## src/include/lhbp_pkg.sv

```systemverilog
// shared constants and types for the line unit host bus port
package lhbp_pkg;

  localparam int unsigned LHBP_DATA_W      = 8;
  localparam int unsigned LHBP_HDR_BITS    = 8;
  localparam int unsigned LHBP_FRAME_BITS  = 16;

  // host port mode select encodings
  localparam logic [1:0]  LHBP_MODE_SEP    = 2'h0;
  localparam logic [1:0]  LHBP_MODE_DSTB   = 2'h1;
  localparam logic [1:0]  LHBP_MODE_SER    = 2'h2;

  // values after reset
  localparam logic [7:0]  LHBP_BYTE_RST    = 8'h00;
  localparam logic [4:0]  LHBP_CNT_RST     = 5'h00;
  localparam logic        LHBP_RDY_RST     = 1'b1;
  localparam logic        LHBP_ACK_N_RST   = 1'b1;

  typedef enum logic [1:0] {
    LHBP_IDLE,
    LHBP_RD_FETCH,
    LHBP_RD_DRIVE,
    LHBP_WR_HOLD
  } lhbp_state_t;

endpackage : lhbp_pkg

```

## src/verilog/lhbp_port.sv

```systemverilog
// host bus port: multiplexed parallel (two strobe styles) and serial access
`timescale 1ns/100ps

// Functional notes
// serial out shifts on rising sclk when edge select low, falling when high.
// separate-strobe mode drives read data on ad lines only while rd_n low.
// data-strobe mode with rw at 0 samples ad lines as write data.
// data-strobe mode with rw at 1 drives read data during data strobe.
// parallel modes share ad lines for address and data; serial leaves them.
// data strobe qualifies each read or write data phase after the address.
// separate-strobe mode captures address on falling address latch strobe.
// data-strobe mode latches address on falling address strobe.
// data-strobe mode pulls ack_n low when read data valid or write accepted.
// separate-strobe mode holds ready low during access, high when done.
// ad drivers stay off whenever no read data phase is active.
module lhbp_port
  import lhbp_pkg::*;
(
  input  wire logic                   clk,
  input  wire logic                   rstn,
  input  wire logic [1:0]             mode_sel,
  input  wire logic                   cs_n,
  input  wire logic [LHBP_DATA_W-1:0] ad_in,
  output logic      [LHBP_DATA_W-1:0] ad_out,
  output logic                        ad_oe,
  input  wire logic                   ale,
  input  wire logic                   rd_n,
  input  wire logic                   wr_n,
  output logic                        rdy,
  input  wire logic                   address_strobe_n,
  input  wire logic                   data_strobe_n,
  input  wire logic                   rw,
  output logic                        ack_n,
  input  wire logic                   sclk,
  input  wire logic                   sdi,
  input  wire logic                   serial_out_edge_select,
  output logic                        serial_out_line,
  output logic      [LHBP_DATA_W-1:0] reg_addr,
  output logic      [LHBP_DATA_W-1:0] reg_wdata,
  output logic                        reg_we,
  output logic                        reg_re,
  input  wire logic [LHBP_DATA_W-1:0] reg_rdata
);

  typedef struct packed {
    lhbp_state_t             st;
    logic                    ale_p;
    logic                    astb_p;
    logic                    dstb_p;
    logic                    rd_p;
    logic                    wr_p;
    logic                    sclk_p;
    logic [LHBP_DATA_W-1:0]  addr;
    logic [LHBP_DATA_W-1:0]  ad_out;
    logic                    ad_oe;
    logic                    rdy;
    logic                    ack_n;
    logic [LHBP_DATA_W-1:0]  reg_addr;
    logic [LHBP_DATA_W-1:0]  reg_wdata;
    logic                    reg_we;
    logic                    reg_re;
    logic                    sout;
    logic [LHBP_DATA_W-1:0]  in_sh;
    logic [LHBP_DATA_W-1:0]  out_sh;
    logic [4:0]              bitcnt;
    logic                    ser_rd;
  } lhbp_regs_t;

  lhbp_regs_t s_q;
  lhbp_regs_t s_d;

  logic sel_active;
  logic ale_fall;
  logic astb_fall;
  logic dstb_fall;
  logic dstb_rise;
  logic rd_fall;
  logic rd_rise;
  logic wr_fall;
  logic wr_rise;
  logic sclk_rise;
  logic sclk_fall;
  logic out_edge;
  logic [LHBP_DATA_W-1:0] hdr;

  assign sel_active = ~cs_n;
  assign ale_fall   = s_q.ale_p & ~ale;
  assign astb_fall  = s_q.astb_p & ~address_strobe_n;
  assign dstb_fall  = s_q.dstb_p & ~data_strobe_n;
  assign dstb_rise  = ~s_q.dstb_p & data_strobe_n;
  assign rd_fall    = s_q.rd_p & ~rd_n;
  assign rd_rise    = ~s_q.rd_p & rd_n;
  assign wr_fall    = s_q.wr_p & ~wr_n;
  assign wr_rise    = ~s_q.wr_p & wr_n;
  assign sclk_rise  = ~s_q.sclk_p & sclk;
  assign sclk_fall  = s_q.sclk_p & ~sclk;
  assign out_edge   = serial_out_edge_select ? sclk_fall : sclk_rise;
  assign hdr        = {s_q.in_sh[LHBP_DATA_W-2:0], sdi};

  always_comb begin
    s_d        = s_q;
    s_d.ale_p  = ale;
    s_d.astb_p = address_strobe_n;
    s_d.dstb_p = data_strobe_n;
    s_d.rd_p   = rd_n;
    s_d.wr_p   = wr_n;
    s_d.sclk_p = sclk;
    s_d.reg_we = 1'b0;
    s_d.reg_re = 1'b0;
    case (mode_sel)
      LHBP_MODE_SEP: begin
        s_d.ack_n = LHBP_ACK_N_RST;
        if (sel_active && ale_fall) begin
          s_d.addr = ad_in;
        end
        case (s_q.st)
          LHBP_IDLE: begin
            s_d.ad_oe = 1'b0;
            if (sel_active && rd_fall) begin
              s_d.rdy      = 1'b0;
              s_d.reg_addr = s_q.addr;
              s_d.reg_re   = 1'b1;
              s_d.st       = LHBP_RD_FETCH;
            end else if (sel_active && wr_fall) begin
              s_d.rdy = 1'b0;
              s_d.st  = LHBP_WR_HOLD;
            end
          end
          LHBP_RD_FETCH: begin
            s_d.ad_out = reg_rdata;
            s_d.ad_oe  = ~rd_n;
            s_d.rdy    = 1'b1;
            s_d.st     = rd_n ? LHBP_IDLE : LHBP_RD_DRIVE;
          end
          LHBP_RD_DRIVE: begin
            if (rd_rise || rd_n) begin
              s_d.ad_oe = 1'b0;
              s_d.st    = LHBP_IDLE;
            end
          end
          LHBP_WR_HOLD: begin
            if (wr_rise || wr_n) begin
              s_d.reg_addr  = s_q.addr;
              s_d.reg_wdata = ad_in;
              s_d.reg_we    = 1'b1;
              s_d.rdy       = 1'b1;
              s_d.st        = LHBP_IDLE;
            end
          end
          default: begin
            s_d.st = LHBP_IDLE;
          end
        endcase
      end
      LHBP_MODE_DSTB: begin
        s_d.rdy = LHBP_RDY_RST;
        if (sel_active && astb_fall) begin
          s_d.addr = ad_in;
        end
        case (s_q.st)
          LHBP_IDLE: begin
            s_d.ad_oe = 1'b0;
            s_d.ack_n = LHBP_ACK_N_RST;
            if (sel_active && dstb_fall) begin
              s_d.reg_addr = s_q.addr;
              if (rw) begin
                s_d.reg_re = 1'b1;
                s_d.st     = LHBP_RD_FETCH;
              end else begin
                s_d.reg_wdata = ad_in;
                s_d.reg_we    = 1'b1;
                s_d.ack_n     = 1'b0;
                s_d.st        = LHBP_WR_HOLD;
              end
            end
          end
          LHBP_RD_FETCH: begin
            s_d.ad_out = reg_rdata;
            s_d.ad_oe  = ~data_strobe_n;
            s_d.ack_n  = data_strobe_n;
            s_d.st     = data_strobe_n ? LHBP_IDLE : LHBP_RD_DRIVE;
          end
          LHBP_RD_DRIVE, LHBP_WR_HOLD: begin
            if (dstb_rise || data_strobe_n) begin
              s_d.ad_oe = 1'b0;
              s_d.ack_n = 1'b1;
              s_d.st    = LHBP_IDLE;
            end
          end
          default: begin
            s_d.st = LHBP_IDLE;
          end
        endcase
      end
      LHBP_MODE_SER: begin
        s_d.ad_oe = 1'b0;
        s_d.rdy   = LHBP_RDY_RST;
        s_d.ack_n = LHBP_ACK_N_RST;
        s_d.st    = LHBP_IDLE;
        if (s_q.reg_re) begin
          s_d.out_sh = reg_rdata;
        end
        if (!sel_active) begin
          s_d.bitcnt = LHBP_CNT_RST;
        end else begin
          if (sclk_rise && (s_q.bitcnt < 5'(LHBP_FRAME_BITS))) begin
            s_d.in_sh  = hdr;
            s_d.bitcnt = s_q.bitcnt + 5'h01;
            if (s_q.bitcnt == 5'(LHBP_HDR_BITS - 1)) begin
              s_d.ser_rd   = hdr[LHBP_DATA_W-1];
              s_d.reg_addr = {1'b0, hdr[LHBP_DATA_W-2:0]};
              s_d.reg_re   = hdr[LHBP_DATA_W-1];
            end
            if ((s_q.bitcnt == 5'(LHBP_FRAME_BITS - 1)) && !s_q.ser_rd) begin
              s_d.reg_wdata = hdr;
              s_d.reg_we    = 1'b1;
            end
          end
          if (out_edge && s_q.ser_rd && (s_q.bitcnt >= 5'(LHBP_HDR_BITS))) begin
            s_d.sout   = s_q.out_sh[LHBP_DATA_W-1];
            s_d.out_sh = {s_q.out_sh[LHBP_DATA_W-2:0], 1'b0};
          end
        end
      end
      default: begin
        s_d.ad_oe = 1'b0;
        s_d.rdy   = LHBP_RDY_RST;
        s_d.ack_n = LHBP_ACK_N_RST;
        s_d.st    = LHBP_IDLE;
      end
    endcase
  end

  always_ff @(posedge clk) begin
    if (!rstn) begin
      s_q        <= '0;
      s_q.st     <= LHBP_IDLE;
      s_q.ale_p  <= 1'b0;
      s_q.astb_p <= 1'b1;
      s_q.dstb_p <= 1'b1;
      s_q.rd_p   <= 1'b1;
      s_q.wr_p   <= 1'b1;
      s_q.rdy    <= LHBP_RDY_RST;
      s_q.ack_n  <= LHBP_ACK_N_RST;
      s_q.addr   <= LHBP_BYTE_RST;
      s_q.bitcnt <= LHBP_CNT_RST;
    end else begin
      s_q <= s_d;
    end
  end

  assign ad_out          = s_q.ad_out;
  assign ad_oe           = s_q.ad_oe;
  assign rdy             = s_q.rdy;
  assign ack_n           = s_q.ack_n;
  assign serial_out_line = s_q.sout;
  assign reg_addr        = s_q.reg_addr;
  assign reg_wdata       = s_q.reg_wdata;
  assign reg_we          = s_q.reg_we;
  assign reg_re          = s_q.reg_re;

endmodule : lhbp_port

```

## config.mk

```make
export PLATFORM = sky130hd
export DESIGN_NAME = lhbp_port
export DESIGN_NICKNAME = d
export VERILOG_FILES = /design/src/include/lhbp_pkg.sv /design/src/verilog/lhbp_port.sv
export SDC_FILE = /design/constraint.sdc
export NUM_CORES = 1
export LEC_CHECK = 0
export BUFFER_PORTS_ARGS = -buffer_cell sky130_fd_sc_hd__buf_4
export CAP_MARGIN = 20
export CORE_ASPECT_RATIO = 1.2
export CORE_UTILIZATION = 45
export CTS_BUF_LIST = sky130_fd_sc_hd__clkbuf_16
export CTS_CLUSTER_SIZE = 24
export DETAILED_ROUTE_END_ITERATION = 16
export GPL_ROUTABILITY_DRIVEN = 0
export GPL_TIMING_DRIVEN = 0
export HOLD_SLACK_MARGIN = 0.02
export PLACE_DENSITY = 0.66
export SLEW_MARGIN = 40
export SYNTH_ARGS = -nofsm -noshare
export SYNTH_HDL_FRONTEND = slang
export SYNTH_SLANG_ARGS = --single-unit
export TNS_END_PERCENT = 100
```

## constraint.sdc

```tcl
create_clock -name clk -period 2.2 [get_ports clk]
set_input_delay 0.22 -clock clk [delete_from_list [all_inputs] [get_ports clk]]
set_output_delay 0.22 -clock clk [all_outputs]
set_load 0.03 [all_outputs]
```

## Word level (Yosys, flattened, before mapping)

Index checks and enable logic that the tools add are counted.

- Flip-flop bits (word level): 68
- Input bits: 30
- Output and inout bits: 30
- Logic and storage cells: 152

- Add/subtract/negate cells: 1
- $lt $le $gt $ge: 2
- Equal/unequal tests: 27
- Mux-type cells: 51
- Bitwise gates (word level): 21
- Reduce and logical (&&, ||, !) cells: 29

Operator list:

| operator | count |
|---|---|
| 8-bit two-way mux | 8 |
| 18-bit case mux with 3 select lines | 1 |
| 18-bit two-way mux | 2 |
| 35-bit two-way mux | 1 |
| 16-bit case mux with 2 select lines | 1 |
| 9-bit two-way mux | 3 |
| 19-bit two-way mux | 1 |
| 2-bit two-way mux | 9 |
| 2-bit inequality test (second input constant) | 9 |
| 9-bit AND reduction | 2 |
| 17-bit two-way mux | 1 |
| 8-bit case mux with 2 select lines | 1 |
| 3-bit inequality test (second input constant) | 5 |
| 3-bit AND reduction | 5 |
| 1-bit two-way mux | 13 |
| 1-bit case mux with 3 select lines | 4 |
| 1-bit inverter | 11 |
| 1-bit bitwise AND | 10 |
| 1-bit logical AND | 9 |
| 4-bit by 1-bit inequality test with 1-bit output (second input constant) | 2 |
| 2-bit case mux with 4 select lines | 1 |
| 2-bit equality test (second input constant) | 3 |
| 6-bit two-way mux | 1 |
| 2-bit case mux with 3 select lines | 1 |
| other kinds (21) | 27 |

## Longest topological paths before layout

Gate-level depths: netlist (run 1).

- Depth after elaboration: 8
- Gate-level depth with buffers: 7
- Mapped depth without buffers: 7

## Worst setup path before layout (run 1)

OpenSTA, ideal clock, no wires.

- Path kind: register -> register
- Start: register s_q[1] in the netlist's numbering
- End: register s_q, in the netlist reg_addr[3]
- Library setup time: 0.133 ns
- Arrival: 1.899 ns
- Required time: 2.067 ns
- Setup slack: 0.168 ns
- Cell stages (with the launch flop): 7
- Path buffers: 1
- Clock period less this slack: 2.032 ns
- Cells stage by stage: dfxtp_1 -> ha_1 -> or4bb_2 -> o31ai_4 -> and3_1 -> buf_6 -> a311oi_1

- Cells in the longest elaborated chain, start to end: 4
- Elaborated cells on any way between the ends: 6
- Those cells by class: 1 x order compare; 3 x eq/ne; 2 x reduce/logical

RTL lines:

| element | RTL line | RTL |
|---|---|---|
| start: declaration | lhbp_port.sv:69 | `lhbp_regs_t s_q;` |
| 5-bit < comparator | lhbp_port.sv:206 | `if (sclk_rise && (s_q.bitcnt < 5'(LHBP_FRAME_BITS))) begin` |
| 1-bit logical AND | lhbp_port.sv:206 |  |
| 2-bit inequality test (no line) | - |  |
| 9-bit AND reduction (no line) (*) | - |  |

Every way passes the cells marked *; elsewhere a longest branch is shown, timed or not.
A chain may end at the register's enable or synchronous reset.

## Worst setup path in the final report (run 1)

Ends and elaborated chain as after synthesis.

==> impl_results.md, run 1 <==
- Status: finished clean
- Max VDD drop: 0.568 mV
- Fillers: 639
- Skew final: 5.94 ps
- DRT antenna net count: 0
- Vias per inst: 5.50
- Top-count cell post-synth: dfxtp_1
- Hold Path Class: in -> reg
- Rows: 33
- Most frequent cells after synthesis: dfxtp_1 (67), nand2_1 (61), a21oi_1 (26)
- DRT Wirelength: 8.12 mm
- Comb pwr share: 13.1%
- First-pass GRT wire length: 13.0 mm
- CTS clock-pin slew for the worst setup and hold paths: 50 ps
- Root buf cell: clkbuf_16
- Power Total: 3.04 mW
- Pin count of the biggest net entering global routing: 12
- Tot GR Track Use: 22.4%
- RR Startpoint: s_q[1]
- DRT iter0 DRCs: 216
- Critical path, cell by cell: ha_1 > or4bb_4 > o31ai_4 > buf_4 > a31oi_1 > a311oi_1
- Internal power: 2.27 mW
- Sequential area share after synthesis: 41.0%
- Setup TNS: 0 ps
- Mapped Avg Cell Area: 8.65 sq um
- Final setup violation count: 0
- Top cells by area, synth: dfxtp_1 (41%), nand2_1 (7.0%), buf_4 (5.5%), mux2i_1 (4.6%), a21oi_1 (4.0%)
- Max clock buf depth: 2
- Hold Fails Final Rpt: 0
- Cell variety after synth: 57
- IO Port Bufs: 58
- Post-synth EDFFs: 0
- DRT Pass-1 Iters: 4
- Slew @ Worst Pin: 639 ps
- RSZ-0062 raised after global routing: false
- Pwr/cell area: 739 nW/um^2
- Crit path from: s_q[1]
- Crit. End Element: flip-flop
- Count of cell instances traversed by the critical path: 6
- Area grow syn2layout: 25.7%
- Worst skew pair latency: 320 ps
- Final instance area: 4110 sq um
- Flop pwr share: 41.8%
- DP Area: 3810 sq um
- Drt drc: 0
- Critical Path Max Stage Delay: 580 ps
- Yosys warns: 0
- H-tree Lvls: 3
- Clock share of power: 45.1%
- Initial Util: 47.2%
- Mapped Cells: 378
- Critical path endpoint: reg_addr[3]
- Clock tree sinks: 67
- Share of the synthesized area in the top cell type: 41.0%
- Worst path arrival time: 2310 ps
- WP buf/inv: 1
- Routed WL per cell: 15.0 um
- I/O pin cnt: 60
- Slew Viols, Final: 0
- Nets: 480
- Synth Net Count: 410
- Switching share of power: 25.1%
- Vias: 2970
- Relative slew slack: 57.4%
- Vias in the first global route: 2751
- Fin crit period: 2090 ps
- CTS Buf Count: 9
- Die Ht: 95.4 um
- Mapped cell area: 3270 sq um
- CTS tree: built
- R2r worst-path depth: 6
- Share of layout cells above drive strength 1: 26.7%
- Max-cap violations: 0
- LEAKAGE: 1.69 nW
- DP HPWL: 5.94 mm
- Max frequency: 480 MHz
- CORE AREA: 6940 sq um
- Sw power: 0.764 mW
- Primary FF master, synth: dfxtp_1
- Initial antenna violation count: 0
- Setup CP Type: reg -> reg
- Reg2reg end: reg_addr[3]
- Total gr overflow: 0
- Ys async rst share: 0%
- Die W: 79.8 um
- Die ar.: 7610 sq um
- Slowest stage cell on the critical path: or4bb_4
- Antenna Cells: 0
- R2r setup slk: 110 ps
- Req. time, crit path: 2430 ps
- Critical Path Start Type: flip-flop
- CP Max Fanout: 7
- Period utilization: 94.8%
- Yosys reg bits: 67
- Cell family with most CP delay: compound AO/OA/AOI/OAI gates
- Largest area contributor in the netlist: dfxtp_1
==> area by class of cell <==
cell class	count	area [sq um]	area share, %
Buffer	46	284	6.91
Tap cell	87	109	2.65
Clock inverter	7	60.1	1.46
Clock buffer	9	225	5.48
Multi-Input combinational cell	258	1620	39.5
Inverter	7	26.3	0.639
Timing Repair Buffer	59	443	10.8
Sequential cell	67	1340	32.6
==> worst min-delay path by stage <==
stage | end | slack, ps | startpoint | cells after the start
global route | s_q[64] | 100 | address_strobe_n | 2
detailed placement | s_q[64] | 420 | address_strobe_n | 2
global placement | s_q[64] | 410 | address_strobe_n | 2
floorplan | s_q[61] | 320 | wr_n | 1
finish | s_q[64] | 90 | address_strobe_n | 2
CTS | s_q[64] | 90 | address_strobe_n | 2
==> cells in the final DEF, fill, tap and decap left out, types with 6 or more instances in the layout <==
| cell | n |
|---|---|
| buf_4 | 83 |
| dfxtp_1 | 67 |
| nand2_1 | 61 |
| a21oi_1 | 26 |
| o22ai_1 | 17 |
| clkbuf_1 | 15 |
| mux2i_1 | 15 |
| nor2_1 | 15 |
| nand2b_1 | 10 |
| o21ai_0 | 10 |
| and2_1 | 9 |
| a31oi_1 | 9 |
| clkbuf_16 | 9 |
| a32oi_1 | 8 |
| inv_1 | 7 |
| a311oi_1 | 7 |
| nand3_1 | 6 |
==> through the flow <==
stage / util [%] / hold slack, ps / instances / setup slack (ps)
global placement: 55.0 / 413 / 523 / -28.7
detailed placement: 55.0 / 421 / 523 / -57.4
floorplan: - / 321 / 378 / 168
global route: 59.3 / 103 / 540 / 11.3
finish: 59.3 / 94.2 / 540 / 115
CTS: 59.3 / 88.5 / 540 / 110
==> power by group through the flow <==
stage	Clock (mW)	Combinational, mW	Sequential, mW
after floorplan	0	0.253	1.29
after global placement	0	0.390	1.29
after detailed placement	0	0.394	1.29
after CTS	1.39	0.397	1.27
after global routing	1.45	0.433	1.27
final	1.37	0.398	1.27
==> kinds of logic (layout without fill, tap and decap cells) <==
kind of cell | count (synthesis) | count (layout) | synth area share, %
buffers and inverters | 53 | 128 | 9.49
and+or+nand+nor | 143 | 143 | 22.8
muxes | 16 | 16 | 4.93
DFF | 67 | 67 | 41.0
adders and majority gates | 2 | 2 | 0.765
AOI/OAI and AO/OA | 97 | 97 | 21.0
==> sequential cells by signal, summed over array words and instances (netlist names) <==
| signal | count |
|---|---|
| ad_out | 8 |
| rdy | 1 |
| s_q | 30 |
| ad_oe | 1 |
| reg_re | 1 |
| hdr | 7 |
| reg_wdata | 8 |
| reg_addr | 8 |
| serial_out_line | 1 |
| reg_we | 1 |
| ack_n | 1 |
==> timing repair <==
| item | 4_1_cts | 5_1_grt |
|---|---|---|
| setup endpoints to repair | 7 | 1 |
| gates resized for setup | 1 | 0 |
| setup buffers | 1 | 0 |
| cloned | 0 | 0 |
| hold buffers | 0 | 0 |
| endpoints found under the hold margin | 0 | 0 |
| pin swaps | 1 | 1 |
==> routing by layer <==
metal	wire, um	GRT usage (%)	up-vias
met5	0	0	-
met4	123	9.67	0
met3	488	4.50	10
met2	3950	38.6	91
met1	3560	27.1	1388
li1	-	-	1481
Power figures use the tool's default switching activity.
==> run 2, diff against run 1 <==
CORE_ASPECT_RATIO = 0.7   (was 1.2)
==> impl_results.md, run 2 (synthesis gave the netlist of run 1 again) <==
- H-tree Lvls: 3 (unchanged)
- Die ar.: 7620 sq um (about the same)
- Max VDD drop: 0.417 mV (-27%)
- Most common cell after layout, fill and taps aside: buf_4
- CTS clock-pin slew for the worst setup and hold paths: 60 ps (about the same)
- Nets: 481 (+0.21%)
- First-pass GRT wire length: 14.0 mm (+7.2%)
- Relative slew slack: 53.9% (-3.5 points)
- Setup TNS: 0 ps (unchanged)
- Req. time, crit path: 2430 ps (about the same)
- Cts hold-fix bufs: 0 (unchanged)
- Share of layout cells above drive strength 1: 27.5% (+0.82 points)
- Die Ht: 73.3 um (-23%)
- Max clock buf depth: 2 (unchanged)
- Hold_ws: 89.0 ps (-5.21 ps)
- Period utilization: 94.2% (-0.61 points)
- Pwr/cell area: 793 nW/um^2 (+7.3%)
- Total gr overflow: 0 (unchanged)
- Die W: 104 um (+30%)
- Vias: 3033 (+2.1%)
- Hold Fails Final Rpt: 0 (unchanged)
- Area of the multi-input gates: 1620 sq um (+0.15%)
- Setup CP Type: reg -> reg
- Hold Path Class: in -> reg
- Rows: 25 (-24%)
- Slew Viols, Final: 0 (unchanged)
- Max-cap violations: 0 (unchanged)
- Antenna Cells: 0 (unchanged)
- Drt drc: 0 (unchanged)
- DP HPWL: 6.21 mm (+4.6%)
- Crit. End Element: flip-flop
- CORE AREA: 6880 sq um (-0.79%)
- Worst path arrival time: 2300 ps (about the same)
- Final setup violation count: 0 (unchanged)
- DRT Pass-1 Iters: 4 (unchanged)
- Max FFs per register: 30 (unchanged)
- Commonest cells after routing, fill and taps aside: buf_4 (83), dfxtp_1 (67), nand2_1 (61)
- Initial antenna violation count: 0 (unchanged)
- Max frequency: 483 MHz (+0.65%)
- LEAKAGE: 1.72 nW (+1.7%)
- CP Max Fanout: 4 (-3)
- DRT antenna net count: 0 (unchanged)
- IO Port Bufs: 58 (unchanged)
- CTS Buf Count: 9 (unchanged)
- I/O pin cnt: 60 (unchanged)
- Clock tree sinks: 67 (unchanged)
- Final Util: 60.9% (+1.6 points)
- RSZ-0062 raised after global routing: false
- Slew @ Worst Pin: 691 ps (+52.7 ps)
- Final Non-Filler Cells: 548 (+1.5%)
- DRT iter0 DRCs: 177 (-18%)
- Status: finished clean
- Pin count of the biggest net entering global routing: 13 (+1)
- Fin crit period: 2070 ps (-13.4 ps)
- Routed WL per cell: 15.8 um (+5.2%)
- Top reg by flops: s_q
- DP Cell Count: 530 (+1.3%)
- Tot GR Track Use: 23.7% (+1.2 points)
- Area grow syn2layout: 28.1%
- Critical Path Start Type: flip-flop
- Vias per inst: 5.53 (+0.63%)
- Worst skew pair latency: 330 ps (about the same)
- Initial Util: 47.5% (+0.38 points)
- CTS tree: built
- Root buf cell: clkbuf_16
- DRT Wirelength: 8.66 mm (+6.7%)
- Vias in the first global route: 2803 (+1.9%)
- Fillers: 643 (+0.63%)
- Register area: 1340 sq um (unchanged)
- Skew final: 3.43 ps (-2.51 ps)
-- run 2: cell count changes in the layout (fill, tap and decap cells not counted) --
cell       delta
ha_1          -1
clkinv_2      -1
buf_6         +1
bufinv_16     +2
inv_6         +1
ha_2          +1
clkinv_1      -2
-- run 2: layout make-up --
class	instances	area share [%]
Clock inverter	7	2.78
Tap cell	94	2.81
Clock buffer	9	5.38
Sequential cell	67	32.0
Buffer	46	6.78
Timing Repair Buffer	60	10.8
Inverter	7	0.627
Multi-Input combinational cell	258	38.8
-- run 2: path summary, 6_finish.rpt --
path            endpoint  cells after the start        startpoint  slack [ps]
min reg2reg    ad_out[6]                      2         ad_out[6]         450
max reg2reg  reg_addr[6]                      6            s_q[1]         130
min              s_q[64]                      2  address_strobe_n          90
max          reg_addr[6]                      6            s_q[1]         130
-- run 2: repair_timing --
item / CTS / global route
endpoints found under the hold margin: 0 / 0
endpoints found under the setup margin: 7 / 3
buffers inserted: 2 / 0
gates resized for setup: 1 / 2
pin swaps: 1 / 1
-- run 2: metal layers --
layer | vias to the layer above | part of all wire [%] | track usage (%)
met2 | 86 | 44 | 37.6
met5 | - | 0 | 0
met1 | 1449 | 49 | 32.1
met3 | 12 | 5.4 | 5.77
li1 | 1486 | - | -
met4 | 0 | 1.3 | 7.46
-- run 2: stage by stage --
stage / total power, mW / instance area [sq um] / setup WS (ps)
final: 3.32 / 4190 / 128
after global routing: 3.43 / 4190 / 20.6
after global placement: 1.69 / 3820 / -73.2
after detailed placement: 1.69 / 3820 / -107
after CTS: 3.33 / 4180 / 115
after floorplan: 1.55 / 3270 / 168
-- run 2: where the power goes --
group | switching [mW] | internal, mW | total (mW) | leakage, nW
Sequential | 0.0206 | 1.25 | 1.27 | 0.544
Combinational | 0.241 | 0.166 | 0.407 | 1.00
Clock | 0.541 | 1.11 | 1.65 | 0.171
-- run 2: critical path, cell delays in order, from the launching register on --
cell and delay, ps:
dfxtp_1 390, ha_2 220, or4bb_4 560, o31ai_4 290, buf_4 160, a31oi_1 60, a311oi_1 280
==> run 3, diff against run 2 <==
PLACE_DENSITY = 0.67   (was 0.66)
==> impl_results.md, run 3 (synthesis gave the netlist of run 1 again) <==
- Power Total: 3.32 mW (-0.18%)
- R2r worst-path depth: 6 (unchanged)
- DRT iter0 DRCs: 172 (-2.8%)
- Setup TNS: 0 ps (unchanged)
- RSZ-0062 raised after global routing: true
- Max frequency: 479 MHz (-0.68%)
- Max-cap violations: 0 (unchanged)
- CTS Buf Count: 9 (unchanged)
- Period utilization: 94.8% (+0.64 points)
- Routed WL per cell: 15.4 um (-2.8%)
- IO Port Bufs: 58 (unchanged)
- Pin count of the biggest net entering global routing: 13 (unchanged)
- Hold_ws: 85.4 ps (-3.56 ps)
- Area grow syn2layout: 27.9%
- Hold Path Class: in -> reg
- Max FFs per register: 30 (unchanged)
- Die ar.: 7620 sq um (unchanged)
- Fillers: 628 (-2.3%)
- Skew final: 7.10 ps (+3.66 ps)
- DP Cell Count: 530 (unchanged)
- Drt drc: 0 (unchanged)
- Slew @ Worst Pin: 730 ps (+38.7 ps)
- Crit. End Element: flip-flop
- Max clock buf depth: 2 (unchanged)
- H-tree Lvls: 3 (unchanged)
- Final setup violation count: 0 (unchanged)
- Initial Util: 47.5% (unchanged)
- Setup CP Type: reg -> reg
- Antenna Cells: 0 (unchanged)
- First-pass GRT wire length: 13.8 mm (-1.3%)
- Die W: 104 um (unchanged)
- Final Non-Filler Cells: 548 (unchanged)
- Initial antenna violation count: 0 (unchanged)
- Root buf cell: clkbuf_16
- CTS clock-pin slew for the worst setup and hold paths: 50 ps (about the same)
- Slew Viols, Final: 0 (unchanged)
- Total gr overflow: 0 (unchanged)
- I/O pin cnt: 60 (unchanged)
- DP HPWL: 6.10 mm (-1.9%)
- Nets: 481 (unchanged)
- Final Util: 60.8% (-0.073 points)
- CP Max Fanout: 6 (+2)
- Worst path arrival time: 2320 ps (+20 ps)
- Share of layout cells above drive strength 1: 27.5% (unchanged)
- Vias per inst: 5.58 (+0.82%)
- Rows: 25 (unchanged)
- Cts hold-fix bufs: 0 (unchanged)
- Relative slew slack: 51.3% (-2.6 points)
- Hold Fails Final Rpt: 0 (unchanged)
- Die Ht: 73.3 um (unchanged)
- Top reg by flops: s_q
- Worst skew pair latency: 330 ps (about the same)
- Req. time, crit path: 2440 ps (about the same)
- LEAKAGE: 1.71 nW (-0.29%)
- Most common cell after layout, fill and taps aside: buf_4
- CORE AREA: 6880 sq um (unchanged)
- Fin crit period: 2090 ps (+14.1 ps)
- Tot GR Track Use: 23.2% (-0.48 points)
- Hold Path Depth: 2 (unchanged)
- DRT Pass-1 Iters: 5 (+1)
- Max VDD drop: 0.422 mV (+1.3%)
- Pwr/cell area: 793 nW/um^2 (about the same)
- Status: finished clean
- Vias: 3058 (+0.82%)
- Vias in the first global route: 2761 (-1.5%)
- DRT antenna net count: 0 (unchanged)
- CTS tree: built
- DRT Wirelength: 8.42 mm (-2.8%)
- Commonest cells after routing, fill and taps aside: buf_4 (84), dfxtp_1 (67), nand2_1 (61)
- Critical Path Start Type: flip-flop
- Clock tree sinks: 67 (unchanged)
run 3: cell count changes in the layout (fill, tap and decap cells not counted):
| cell | previous run | this run |
|---|---|---|
| buf_4 | 83 | 84 |
| buf_6 | 3 | 2 |
| clkinv_4 | 1 | 0 |
| clkinvlp_4 | 0 | 1 |
run 3: timing repair:
| action | 4_1_cts | 5_1_grt |
|---|---|---|
| gates resized for setup | 0 | 2 |
| endpoints found under the setup margin | 7 | 8 |
| setup buffers | 2 | 0 |
| pin swaps | 1 | 3 |
run 3: final timing paths:
path / startpoint / end / slack [ps]
max: s_q[1] / reg_addr[1] / 110
max reg2reg: s_q[1] / reg_addr[1] / 110
min reg2reg: ad_out[4] / ad_out[4] / 460
min: address_strobe_n / s_q[64] / 90
run 3: layout make-up:
type / instances / area (sq um) / area share (%)
clock buffer: 9 / 225 / 5.38
buffer: 46 / 284 / 6.79
tap: 94 / 118 / 2.81
timing repair buffer: 60 / 450 / 10.8
inverter: 7 / 26.3 / 0.628
multi-input combinational: 258 / 1620 / 38.8
sequential: 67 / 1340 / 32.1
clock inverter: 7 / 115 / 2.75
run 3: stage by stage:
| step | setup WS [ps] | instance area [sq um] |
|---|---|---|
| final | 114 | 4180 |
| after floorplan | 168 | 3270 |
| after CTS | 3.77 | 4180 |
| after global routing | -2.43 | 4180 |
| after global placement | -96.0 | 3820 |
| after detailed placement | -118 | 3820 |
run 3: worst max-delay path, cell delays in order, from the launching register on:
cell and delay [ps]:
dfxtp_1 380, ha_2 230, or4bb_4 560, o31ai_4 290, buf_4 200, a31oi_1 80, a311oi_1 250
run 3: report_power, final:
| group | internal (mW) | switching, mW | total (mW) |
|---|---|---|---|
| sequential | 1.25 | 0.0205 | 1.27 |
| combinational | 0.166 | 0.240 | 0.405 |
| clock | 1.10 | 0.539 | 1.64 |
run 3: per-layer routing:
metal	vias to the layer above	routed length (um)	GRT usage, %
met2	126	3650	35.0
met5	-	0	0
met4	0	129	5.71
met3	15	546	6.39
met1	1434	4100	32.8
li1	1483	-	-
